`src/logic/pmlc_defines.vh`:
```
// Purpose: constants of the auxiliary PHY control block
// Assumes: 100 MHz mclk
// Notes:   offsets are management register numbers
`ifndef PMLC_DEFINES_VH
`define PMLC_DEFINES_VH

// ==========================================================
// Timing
`define PMLC_CLK_HZ        34'd100000000
`define PMLC_CLK_MHZ       17'd100
`define PMLC_DPD_DELAY_S   34'd32
`define PMLC_DPD_CYC       (`PMLC_DPD_DELAY_S * `PMLC_CLK_HZ)
`define PMLC_XO_HUNT_US    17'd100
`define PMLC_XO_HUNT_CYC   (`PMLC_XO_HUNT_US * `PMLC_CLK_MHZ)
`define PMLC_PRE_ONES      6'd32

// ==========================================================
// Register numbers
`define PMLC_REG_CTRL      5'h00
`define PMLC_REG_STAT      5'h01
`define PMLC_REG_ID_HI     5'h02
`define PMLC_REG_ID_LO     5'h03
`define PMLC_REG_ADV       5'h04
`define PMLC_REG_LPA       5'h05
`define PMLC_REG_EXP       5'h06
`define PMLC_REG_NPT       5'h07
`define PMLC_REG_LPNP      5'h08
`define PMLC_REG_XOVER     5'h13
`define PMLC_REG_LED       5'h14
`define PMLC_REG_PWR       5'h18

// ==========================================================
// Fields and reset values
`define PMLC_CTL_RESET     15
`define PMLC_CTL_SPEED     13
`define PMLC_CTL_ANEN      12
`define PMLC_CTL_ISOLATE   10
`define PMLC_CTL_RESTART   9
`define PMLC_CTL_RST_VAL   16'h3100
`define PMLC_CTL_WMASK     16'h7d80
`define PMLC_STAT_CONST    16'h7809
`define PMLC_STAT_LINK     2
`define PMLC_XO_AUTO       9
`define PMLC_XO_FORCE      8
`define PMLC_XO_RST_VAL    16'h0200
`define PMLC_LED_RST_VAL   16'h0010
`define PMLC_PWR_RST_VAL   16'h0000
`define PMLC_PWR_SEL_HI    8
`define PMLC_PWR_SEL_LO    4
`define PMLC_PWR_DPD       0
`define PMLC_ADV_RST_VAL   16'h01e1
`define PMLC_NPT_RST_VAL   16'h2001

// ==========================================================
// Status pin event selectors
`define PMLC_EV_LINK       3'h0
`define PMLC_EV_ACT        3'h1
`define PMLC_EV_TX         3'h2
`define PMLC_EV_RX         3'h3
`define PMLC_EV_COL        3'h4
`define PMLC_EV_SPEED      3'h5
`define PMLC_EV_DUPLEX     3'h6

// Management frame opcodes
`define PMLC_OP_WRITE      2'h1
`define PMLC_OP_READ       2'h2

`endif

```
`src/logic/pmlc_phy_aux.v`:
```
// Purpose: crossover select, deep power-down, strap/status pins and
//          management register slave of a 10/100 PHY
// Assumes: all inputs synchronous to mclk; mdc far slower than mclk
// Notes:   rst is the power-on / hardware reset
// Function
// RULE1: With auto crossover off, the strap is ignored and the force bit picks straight (0) or crossed (1).
// RULE2: With auto crossover on, hunting happens only if the strap is high, else straight; both enabled at reset.
// RULE3: In auto mode the pairs swap while no link; straight sends on A, crossed sends on B.
// RULE4: Crossover runs apart from negotiation and settles before negotiation may start.
// RULE5: Power-down is considered only while link is down and transmit enable is low.
// RULE6: After those conditions hold for 32 s, deep power-down is entered.
// RULE7: In power-down only the sections whose select bits are set are shut off.
// RULE8: Each status pin shows one event picked by the LED register.
// RULE9: The strap pins are inputs in hardware reset, sampled at release, then outputs.
// RULE10: A software reset leaves the strap pins sampled and driving.
// RULE11: A driven strap pin shows the inverse of its sampled level while its event is on.
// RULE12: The board pulls every strap pin; the sampled levels form the management address.
// RULE13: A management address of zero puts the MAC-side outputs in high impedance.
// RULE14: Register space: 0 control, 1 status, 2-3 id, 4-8 negotiation, 9-15 reserved, 16-31 vendor.
// RULE15: Power-down ends when line energy appears or transmit enable rises.
// RULE16: Each status pin has its own selector covering all seven events.
`include "pmlc_defines.vh"
`timescale 1ns/1ps
`default_nettype none

module pmlc_phy_aux #(
	parameter [33:0] DPD_CYCLES  = `PMLC_DPD_CYC,
	parameter [16:0] XO_HUNT_CYC = `PMLC_XO_HUNT_CYC,
	parameter [2:0]  ADDR_HIGH   = 3'h0,
	parameter [15:0] ID_HIGH     = 16'h1234,  // arbitrary value
	parameter [15:0] ID_LOW      = 16'h5670   // arbitrary value
) (
	// Clock and reset
	input  wire        mclk,
	input  wire        rst,
	// Management bus
	input  wire        mdc,
	input  wire        mdio_in,
	output reg         mdio_out,
	output reg         mdio_oe,
	// Strap / status pins
	input  wire        strap_status_pin_0_in,
	output reg         strap_status_pin_0_out,
	output reg         strap_status_pin_0_oe,
	input  wire        strap_status_pin_1_in,
	output reg         strap_status_pin_1_out,
	output reg         strap_status_pin_1_oe,
	// Line and MAC status
	input  wire        auto_crossover_pin,
	input  wire        energy_detect,
	input  wire        link_up,
	input  wire        tx_en,
	input  wire        rx_active,
	input  wire        collision,
	input  wire        full_duplex,
	// Control outputs
	output reg         mdi_crossed,
	output wire        an_start_allow,
	output wire        an_restart,
	output wire        speed_100,
	output reg         deep_power_down,
	output wire [4:0]  section_off,
	output wire        mii_hiz,
	output wire [4:0]  phy_addr
);

	localparam [1:0] S_IDLE = 2'h0;
	localparam [1:0] S_HDR  = 2'h1;
	localparam [1:0] S_TA   = 2'h2;
	localparam [1:0] S_DATA = 2'h3;

	// Register state
	reg  [15:0] ctrl_q;
	reg  [15:0] adv_q;
	reg  [15:0] npt_q;
	reg  [15:0] xo_q;
	reg  [15:0] led_q;
	reg  [15:0] pwr_q;
	reg         link_ll_q;
	reg  [1:0]  strap_q;
	reg         strap_ok_q;
	// Management engine
	reg         mdc_q;
	reg  [1:0]  st_q;
	reg  [5:0]  pre_q;
	reg  [3:0]  cnt_q;
	reg  [15:0] sh_q;
	reg  [4:0]  ra_q;
	reg         rd_q;
	reg         we_q;
	reg  [15:0] wd_q;
	reg         re_q;
	reg  [15:0] rd_word;
	// Crossover, power-down and soft reset pulse
	reg  [16:0] hunt_q;
	reg  [33:0] idle_q;
	reg         rst_pulse;

	wire        mdc_rise = mdc & ~mdc_q;
	wire        mdc_fall = ~mdc & mdc_q;
	wire [12:0] hdr      = {sh_q[11:0], mdio_in};
	wire        soft_rst = we_q & (ra_q == `PMLC_REG_CTRL) &
	                       wd_q[`PMLC_CTL_RESET];
	wire        auto_on  = xo_q[`PMLC_XO_AUTO] & auto_crossover_pin;

	// ==========================================================
	// Strap capture at reset release, then drive
	always @(posedge mclk or posedge rst) begin
		if (rst) begin
			strap_q    <= 2'h0;
			strap_ok_q <= 1'b0;
		end else if (!strap_ok_q) begin
			strap_q    <= {strap_status_pin_1_in,
			               strap_status_pin_0_in};  // RULE9
			strap_ok_q <= 1'b1;
		end
	end

	assign phy_addr = {ADDR_HIGH, strap_q};  // RULE12
	assign mii_hiz  = (strap_ok_q & (phy_addr == 5'h00)) |
	                  ctrl_q[`PMLC_CTL_ISOLATE];  // RULE13

	// Event selector shared by both pins
	function ev_sel;
		input [2:0] sel;
		begin
			case (sel)
				`PMLC_EV_LINK:   ev_sel = link_up;
				`PMLC_EV_ACT:    ev_sel = tx_en | rx_active;
				`PMLC_EV_TX:     ev_sel = tx_en;
				`PMLC_EV_RX:     ev_sel = rx_active;
				`PMLC_EV_COL:    ev_sel = collision;
				`PMLC_EV_SPEED:  ev_sel = ctrl_q[`PMLC_CTL_SPEED];
				`PMLC_EV_DUPLEX: ev_sel = full_duplex;
				default:         ev_sel = 1'b0;
			endcase
		end
	endfunction

	// Status pin drive; soft reset does not touch this
	always @(posedge mclk or posedge rst) begin
		if (rst) begin
			strap_status_pin_0_out <= 1'b0;
			strap_status_pin_1_out <= 1'b0;
			strap_status_pin_0_oe  <= 1'b0;
			strap_status_pin_1_oe  <= 1'b0;
		end else begin
			strap_status_pin_0_oe  <= strap_ok_q;  // RULE9 RULE10
			strap_status_pin_1_oe  <= strap_ok_q;  // RULE9 RULE10
			strap_status_pin_0_out <= strap_q[0] ^
			                          ev_sel(led_q[2:0]);  // RULE8 RULE11 RULE16
			strap_status_pin_1_out <= strap_q[1] ^
			                          ev_sel(led_q[6:4]);  // RULE8 RULE11 RULE16
		end
	end

	// ==========================================================
	// Crossover: forced, straight, or hunt while no link
	always @(posedge mclk or posedge rst) begin
		if (rst) begin
			mdi_crossed <= 1'b0;
			hunt_q      <= 17'h0;
		end else if (!xo_q[`PMLC_XO_AUTO]) begin
			mdi_crossed <= xo_q[`PMLC_XO_FORCE];  // RULE1
			hunt_q      <= 17'h0;
		end else if (!auto_crossover_pin) begin
			mdi_crossed <= 1'b0;  // RULE2
			hunt_q      <= 17'h0;
		end else if (link_up || energy_detect) begin
			hunt_q      <= 17'h0;
		end else if (hunt_q >= XO_HUNT_CYC - 17'h1) begin
			mdi_crossed <= ~mdi_crossed;  // RULE3
			hunt_q      <= 17'h0;
		end else begin
			hunt_q      <= hunt_q + 17'h1;
		end
	end

	// With auto crossover on, negotiation waits until a pair sees the partner
	assign an_start_allow = ctrl_q[`PMLC_CTL_ANEN] &
	                        (~auto_on | energy_detect | link_up);  // RULE4
	assign an_restart     = we_q & (ra_q == `PMLC_REG_CTRL) &
	                        wd_q[`PMLC_CTL_RESTART];
	assign speed_100      = ctrl_q[`PMLC_CTL_SPEED];

	// ==========================================================
	// Deep power-down timer
	always @(posedge mclk or posedge rst) begin
		if (rst) begin
			idle_q          <= 34'h0;
			deep_power_down <= 1'b0;
		end else if (energy_detect || tx_en) begin
			idle_q          <= 34'h0;
			deep_power_down <= 1'b0;  // RULE15
		end else if (link_up) begin
			idle_q          <= 34'h0;  // RULE5
		end else if (idle_q >= DPD_CYCLES - 34'h1) begin
			deep_power_down <= 1'b1;  // RULE6
		end else begin
			idle_q          <= idle_q + 34'h1;  // RULE5
		end
	end

	assign section_off = deep_power_down ?
	       pwr_q[`PMLC_PWR_SEL_HI:`PMLC_PWR_SEL_LO] : 5'h00;  // RULE7

	// ==========================================================
	// Management frame engine
	always @(posedge mclk or posedge rst) begin
		if (rst) begin
			mdc_q    <= 1'b0;
			st_q     <= S_IDLE;
			pre_q    <= 6'h0;
			cnt_q    <= 4'h0;
			sh_q     <= 16'h0;
			ra_q     <= 5'h0;
			rd_q     <= 1'b0;
			we_q     <= 1'b0;
			wd_q     <= 16'h0;
			re_q     <= 1'b0;
			mdio_out <= 1'b0;
			mdio_oe  <= 1'b0;
		end else begin
			mdc_q <= mdc;
			we_q  <= 1'b0;
			re_q  <= 1'b0;
			case (st_q)
				S_IDLE: begin
					if (mdc_rise && mdio_in) begin
						if (pre_q != `PMLC_PRE_ONES)
							pre_q <= pre_q + 6'h1;
					end else if (mdc_rise) begin
						pre_q <= 6'h0;
						cnt_q <= 4'h0;
						sh_q  <= 16'h0;
						if (pre_q == `PMLC_PRE_ONES)
							st_q <= S_HDR;
					end
				end
				S_HDR: begin
					if (mdc_rise) begin
						sh_q  <= {sh_q[14:0], mdio_in};
						cnt_q <= cnt_q + 4'h1;
						if (cnt_q == 4'hc) begin
							cnt_q <= 4'h0;
							ra_q  <= hdr[4:0];
							rd_q  <= hdr[11:10] == `PMLC_OP_READ;
							re_q  <= hdr[11:10] == `PMLC_OP_READ;
							if (hdr[12] && hdr[9:5] == phy_addr &&
							    (hdr[11:10] == `PMLC_OP_READ ||
							     hdr[11:10] == `PMLC_OP_WRITE))
								st_q <= S_TA;
							else
								st_q <= S_IDLE;
						end
					end
				end
				S_TA: begin
					if (re_q)
						sh_q <= rd_word;
					if (mdc_fall && rd_q && cnt_q == 4'h1) begin
						mdio_oe  <= 1'b1;
						mdio_out <= 1'b0;
					end
					if (mdc_rise) begin
						cnt_q <= cnt_q + 4'h1;
						if (cnt_q == 4'h1) begin
							cnt_q <= 4'h0;
							st_q  <= S_DATA;
						end
					end
				end
				default: begin
					if (mdc_fall && rd_q) begin
						mdio_out <= sh_q[15];
						sh_q     <= {sh_q[14:0], 1'b0};
					end
					if (mdc_rise) begin
						if (!rd_q)
							sh_q <= {sh_q[14:0], mdio_in};
						cnt_q <= cnt_q + 4'h1;
						if (cnt_q == 4'hf) begin
							st_q    <= S_IDLE;
							mdio_oe <= 1'b0;
							we_q    <= ~rd_q;
							wd_q    <= {sh_q[14:0], mdio_in};
						end
					end
				end
			endcase
		end
	end

	// ==========================================================
	// Read decode of the register space
	always @* begin
		case (ra_q)
			`PMLC_REG_CTRL:  rd_word = ctrl_q;  // RULE14
			`PMLC_REG_STAT:  rd_word = `PMLC_STAT_CONST |
			                  {13'h0, link_ll_q, 2'h0};
			`PMLC_REG_ID_HI: rd_word = ID_HIGH;
			`PMLC_REG_ID_LO: rd_word = ID_LOW;
			`PMLC_REG_ADV:   rd_word = adv_q;
			`PMLC_REG_NPT:   rd_word = npt_q;
			`PMLC_REG_XOVER: rd_word = xo_q;
			`PMLC_REG_LED:   rd_word = led_q;
			`PMLC_REG_PWR:   rd_word = pwr_q |
			                  {15'h0, deep_power_down};
			default:         rd_word = 16'h0000;
		endcase
	end

	// ==========================================================
	// Register writes, soft reset restores defaults
	always @(posedge mclk or posedge rst) begin
		if (rst) begin
			rst_pulse <= 1'b0;
			ctrl_q    <= `PMLC_CTL_RST_VAL;
			adv_q     <= `PMLC_ADV_RST_VAL;
			npt_q     <= `PMLC_NPT_RST_VAL;
			xo_q      <= `PMLC_XO_RST_VAL;  // RULE2
			led_q     <= `PMLC_LED_RST_VAL;
			pwr_q     <= `PMLC_PWR_RST_VAL;
		end else begin
			rst_pulse <= soft_rst;
			if (rst_pulse) begin
				ctrl_q <= `PMLC_CTL_RST_VAL;  // RULE10
				adv_q  <= `PMLC_ADV_RST_VAL;
				npt_q  <= `PMLC_NPT_RST_VAL;
				xo_q   <= `PMLC_XO_RST_VAL;
				led_q  <= `PMLC_LED_RST_VAL;
				pwr_q  <= `PMLC_PWR_RST_VAL;
			end else if (we_q && !soft_rst) begin
				case (ra_q)
					`PMLC_REG_CTRL:  ctrl_q <= wd_q & `PMLC_CTL_WMASK;
					`PMLC_REG_ADV:   adv_q  <= wd_q;
					`PMLC_REG_NPT:   npt_q  <= wd_q;
					`PMLC_REG_XOVER: xo_q   <= wd_q & 16'h0300;
					`PMLC_REG_LED:   led_q  <= wd_q & 16'h0077;
					`PMLC_REG_PWR:   pwr_q  <= wd_q & 16'h01f0;
					default:         ctrl_q <= ctrl_q;
				endcase
			end
		end
	end

	// Link status latches low until the status register is read
	always @(posedge mclk or posedge rst) begin
		if (rst)
			link_ll_q <= 1'b0;
		else if (re_q && ra_q == `PMLC_REG_STAT)
			link_ll_q <= link_up;
		else
			link_ll_q <= link_ll_q & link_up;
	end

endmodule

`default_nettype wire

```
`config.mk`:
```
export PLATFORM = sky130hd
export DESIGN_NAME = pmlc_phy_aux
export DESIGN_NICKNAME = d
export VERILOG_FILES = /design/src/logic/pmlc_phy_aux.v
export VERILOG_INCLUDE_DIRS = /design/src /design/src/logic
export SDC_FILE = /design/constraint.sdc
export NUM_CORES = 1
export LEC_CHECK = 0
export BUFFER_PORTS_ARGS = -buffer_cell sky130_fd_sc_hd__buf_2
export CORE_MARGIN = 10
export CORE_UTILIZATION = 40
export DETAILED_ROUTE_END_ITERATION = 7
export PLACE_DENSITY_LB_ADDON = 0.2
export REMOVE_ABC_BUFFERS = 1
export SLEW_MARGIN = 20
export SYNTH_ARGS = -nofsm -noshare
export SYNTH_HDL_FRONTEND = slang
export SYNTH_SLANG_ARGS = --single-unit
export TNS_END_PERCENT = 5
```
`constraint.sdc`:
```
create_clock -name mclk -period 7.15 [get_ports mclk]
set_input_delay 0.3575 -clock mclk [delete_from_list [all_inputs] [get_ports mclk]]
set_output_delay 0.3575 -clock mclk [all_outputs]
set_load 0.01 [all_outputs]
```
=== Word-level counts from Yosys, hierarchy flattened ===
Cells that the tools add are included.

* $add $sub $neg: 4
* Order comparisons: 2
* Equality and inequality tests: 43
* Multiplexer cells: 80
* Bitwise gates (word level): 23
* Reductions and logical operators: 47

{| class="wikitable"
|+ Operators with widths
! operator !! count
|-
| $mux 16 || 25
|-
| $pmux 16 s9 || 1
|-
| $mux 34 || 3
|-
| $mux 17 || 4
|-
| $pmux 16 s3 || 1
|-
| $add 34x1->34 const B || 1
|-
| $ge 34x32->1 const B || 1
|-
| $mux 4 || 7
|-
| $reduce_bool 2->1 || 12
|-
| $mux 2 || 10
|-
| $mux 1 || 19
|-
| $eq 3x3->1 const B || 6
|-
| $mux 6 || 3
|-
| $reduce_and 2->1 || 9
|-
| $add 17x1->17 const B || 1
|-
| $ge 17x14->1 const B || 1
|-
| $ne 2x2->1 const B || 8
|-
| $or 16x1->16 || 1
|-
| $eq 5x5->1 const B || 3
|-
| $pmux 1 s7 || 2
|-
| $eq 3x2->1 const B || 4
|-
| $pmux 4 s3 || 1
|-
| $reduce_and 3->1 || 4
|-
| $eq 5x2->1 const B || 2
|-
| other kinds (33) || 70
|}

* Flip-flop bits (word level): 212
* Input bits: 13
* Output and inout bits: 22

=== Depth between registers and ports, before layout ===
* Depth in word-level cells: 7
* Depth in mapped cells: 8

=== Worst setup path after synthesis ===
No wires, ideal clock.

* Path type: flip-flop to flip-flop
* Start point: register idle_q[16]
* End point: register idle_q[18]
* Setup time: 0.078 ns
* Arrival time: 1.922 ns
* Data required time: 7.072 ns
* Slack: 5.150 ns
* Cell stages (with the launch flop): 7
* Clock period less this slack: 2.000 ns
* Cells stage by stage: dfrtp_1 -> or4_4 -> nor3_2 -> a221oi_2 -> buf_6 -> or4_1 -> a21oi_1

* Word-level cells in the longest chain between the ends: 4

{| class="wikitable"
|+ Ends and longest elaborated chain
! item !! line !! RTL
|-
| from (decl) || pmlc_phy_aux.v:96 || <nowiki>reg [33:0] idle_q;</nowiki>
|-
| from (signal assigned) || pmlc_phy_aux.v:200 || <nowiki>idle_q <= idle_q + 34'h1;</nowiki>
|-
| $add 34x1->34 || pmlc_phy_aux.v:200 ||
|-
| $mux 34 || pmlc_phy_aux.v:197 || <nowiki>end else if (idle_q >= DPD_CYCLES - 34'h1) begin</nowiki>
|-
| $mux 34 || pmlc_phy_aux.v:195 || <nowiki>end else if (link_up) begin</nowiki>
|-
| $mux 34 || pmlc_phy_aux.v:192 || <nowiki>end else if (energy_detect || tx_en) begin</nowiki>
|}

Several ways; a longest one is shown, not always the timed one. The select of a mux whose other input is x is not followed.
A chain may end at the register's enable or synchronous reset.

=== Final worst setup path ===
* Start point: register ra_q[0]
* End point: register npt_q[12]

* Word-level cells in the longest chain between the ends: 7

{| class="wikitable"
|+ Ends and longest elaborated chain
! item !! line !! RTL
|-
| from (decl) || pmlc_phy_aux.v:88 || <nowiki>reg [4:0] ra_q;</nowiki>
|-
| from (signal assigned) || pmlc_phy_aux.v:246 || <nowiki>ra_q <= hdr[4:0];</nowiki>
|-
| $logic_not 5->1 || n/a ||
|-
| $and 1x1->1 (2 in series) || pmlc_phy_aux.v:102 || <nowiki>wire soft_rst = we_q & (ra_q == `PMLC_REG_CTRL) &</nowiki>
|-
| $logic_not 1->1 || pmlc_phy_aux.v:333 || <nowiki>end else if (we_q && !soft_rst) begin</nowiki>
|-
| $logic_and 1x1->1 || pmlc_phy_aux.v:333 ||
|-
| $reduce_bool 2->1 (no source line) || n/a ||
|-
| $reduce_and 2->1 (no source line) * || n/a ||
|-
| to (signal assigned) || pmlc_phy_aux.v:320 || <nowiki>npt_q <= `PMLC_NPT_RST_VAL;</nowiki>
|-
| to (signal assigned) || pmlc_phy_aux.v:329 || <nowiki>npt_q <= `PMLC_NPT_RST_VAL;</nowiki>
|-
| to (signal assigned) || pmlc_phy_aux.v:337 || <nowiki>`PMLC_REG_NPT: npt_q <= wd_q;</nowiki>
|-
| to (decl) || pmlc_phy_aux.v:75 || <nowiki>reg [15:0] npt_q;</nowiki>
|}

Every way passes the cells marked *; elsewhere a longest branch is shown, timed or not.

==> results.toml <==
[run_status]
status = "finished, final reports clean"

[cells_and_area]
final_common_cell = "dfrtp_1"
final_cell_mix = "156 x dfrtp_1, 107 x nand2_1, 83 x a21oi_1"
nets = 929
drive_gt1_share_pct = 13.90
diodes = 0
syn_to_final_growth_pct = 11.51
utilization_pct = 45.42
nFillCells = 2062
final_cells = 1196

[logic_synthesis]
synth_seq_cells = 168
synthArstFlopShare_pct = 100.0
synth_top_cell_by_area = "dfrtp_1"
yosys_warnings = 0
yosysTopAreaCellShare_pct = 45.45
syn-instance-count = 896
synthFlopType = "dfrtp_1"
netlist_area_mm2 = 0.008589
netlist_top_cells_area = "dfrtp_1 45%, a21oi_1 4.8%, nand2_1 4.7%"
synth_area_per_cell_um2 = 9.586
synth_edf_count = 0
seq_area_frac_synth_pct = 49.12
netlist-cell-type-count = 74

[timing]
clock_skew_ns = 0.01029
period_needed_ns = 2.962
finalMaxSlewViolations = 0
max_freq_mhz = 337.6
setup_viol = 0
hold_viol = 0
tightest_slew_ns = 1.018
tns_ns = 0
relSlewSlack_pct = 31.86
fin_crit_sh_pct = 41.42
fin_ws_ns = 4.188
rsz0062_at_grt = "no"

[grt]
overflow = 0
grt_max_degree = 96
grtUsageTotal_pct = 15.80
grt_first_pass_wirelength_um = 36080
grt_pass1_vias = 6446
antenna_found_initial = 0

[run]
maxCapViolCount = 0

[worst_setup_path]
cp-end-kind = "register"
crit_path_start_kind = "register"
cp.arrival_ns = 3.30
critPathKind = "register to register"
critPathMaxFanout = 18
worstPathRequired_ns = 7.49

[place]
placed_cells = 1164
post-dp-hpwl_um = 15050
place_congestion = 0.8302
pre_cts_slack_ns = 4.268
port_buffers = 31

[power_and_ir_drop]
p_leak_uw = 0.004083
p_per_area_mw_per_mm2 = 250.7
seqPwrFrac_pct = 46.0
p_clk_share_pct = 40.7
p_sw_uw = 670.8
pwr-share-comb_pct = 13.3
p_sw_share_pct = 27.93
ir_worst_vdd_v = 0.0001240
p_int_uw = 1730

[die]
io_pins = 35
die_y_um = 166.5
die_w_um = 166.5
core_mm2 = 0.02109
start_util_pct = 40.73
fp-row-count = 53
dieArea_mm2 = 0.02774

[routing]
drc = 0
vias = 6838
dr.pass1.iters = 5
ant_nets = 0
wl_per_cell_um = 18.43
avgViaCountPerCell = 5.717
drt_iter0_drc = 616
wl_um = 22040

[clock_tree]
clk_pin_slew_ns = 0.06
cts_tree = "yes"
clk-insertion-delay-late_ns = 0.43
cts_resized = 0
cts_buffers = 17
ctsHtreeMaxLevel = 4
clockBufferDepth = 2
postCtsSetupBuffers = 0
cts_hold_buf = 0
clock_sinks = 168
root_buffer = "clkbuf_16"

[min_path]
hp-class = "primary input to register"
-- worst max-delay path, stage by stage (launching register included) --
cell and delay [ns]:
dfrtp_1 0.66, nor3_1 0.16, a31oi_2 0.71, buf_4 0.35, and2_0 0.70, nand2_1 0.12
a21oi_1 0.16
-- worst paths after layout --
kind                                      start                               to  slack (ns)  cells after the start
max in group asynchronous                   rst              st_q[0]$_DFFE_PP0P_        5.54                      3
max reg2reg                 ra_q[0]$_DFFE_PP0P_            npt_q[12]$_DFFE_PP0P_        4.19                      6
max                         ra_q[0]$_DFFE_PP0P_            npt_q[12]$_DFFE_PP0P_        4.19                      6
min in group asynchronous                   rst           idle_q[10]$_DFFE_PP0P_        0.11                      2
min                                         mdc                  mdc_q$_DFF_PP0_         0.1                      1
min reg2reg                strap_ok_q$_DFF_PP0_  strap_status_pin_1_oe$_DFF_PP0_        0.45                      0
-- routing by layer --
metal / GRT usage [%] / vias up / routed length [um]
li1: - / 3281 / -
met1: 23.50 / 3372 / 11030
met2: 22.32 / 170 / 9466
met3: 3.554 / 15 / 1332
met4: 4.391 / 0 / 214
met5: 0 / - / 0
-- flip-flops by register name, summed over array words and instances (netlist names), 2 cells and up --
signal	flops
adv_q	16
cnt_q	4
ctrl_q	7
hunt_q	17
idle_q	34
led_q	6
npt_q	16
pre_q	6
pwr_q	5
ra_q	5
sh_q	16
st_q	2
strap_q	2
wd_q	16
xo_q	2
-- power by group through the flow --
stage | Clock (uW) | Sequential (uW) | Combinational [uW]
after floorplan | 0 | 1100 | 219
after global placement | 0 | 1120 | 317
after detailed placement | 0 | 1120 | 323
after CTS | 999 | 1100 | 324
after global routing | 1040 | 1110 | 359
final | 977 | 1100 | 321
-- kinds of logic after synthesis --
logic type | share of synthesized area, %
flops | 49.12
fa+ha+maj | 1.165
buf+inv | 3.918
compound gates | 17.38
other cells | 0.08743
xor+xnor | 2.039
mux | 4.574
simple gates | 21.72
-- final cells by class --
cell class                      count  area, um2  share of cell area [%]
Sequential cell                   168       4219                   44.05
Multi-Input combinational cell    655       4059                   42.38
Clock buffer                       22      484.2                   5.056
Tap cell                          275      344.1                   3.592
Timing Repair Buffer               41      230.2                   2.404
Clock inverter                     10      142.6                   1.489
Inverter                           25      98.84                   1.032
-- synthesized netlist by cell type, types with 8 or more instances --
library cell / number
dfstp_2: 12
or4_1: 10
a211o_1: 8
xor2_1: 12
clkbuf_1: 32
a22oi_1: 15
a22o_1: 9
ha_1: 8
buf_2: 11
nand4_1: 14
o31ai_1: 11
xnor2_1: 8
nand3b_1: 9
nand2_1: 107
and4_1: 8
mux2_2: 22
nor3_1: 14
and3_1: 12
nor2_1: 56
a221o_1: 8
o21ai_1: 14
or3_1: 18
and2_1: 16
nand3_1: 57
a21oi_1: 83
dfrtp_1: 156
mux2i_1: 10
o21ai_0: 23
inv_1: 25
-- through the flow --
step / total power (uW) / hold WS [ns] / area (um2)
2_1_floorplan: 1318 / 0.3889 / 8366
3_3_place_gp: 1435 / 0.4240 / 8951
3_5_place_dp: 1442 / 0.4321 / 8951
4_1_cts: 2425 / 0.07357 / 9578
5_1_grt: 2514 / 0.07684 / 9578
6_report: 2401 / 0.09799 / 9578
Power figures use the tool's default switching activity.
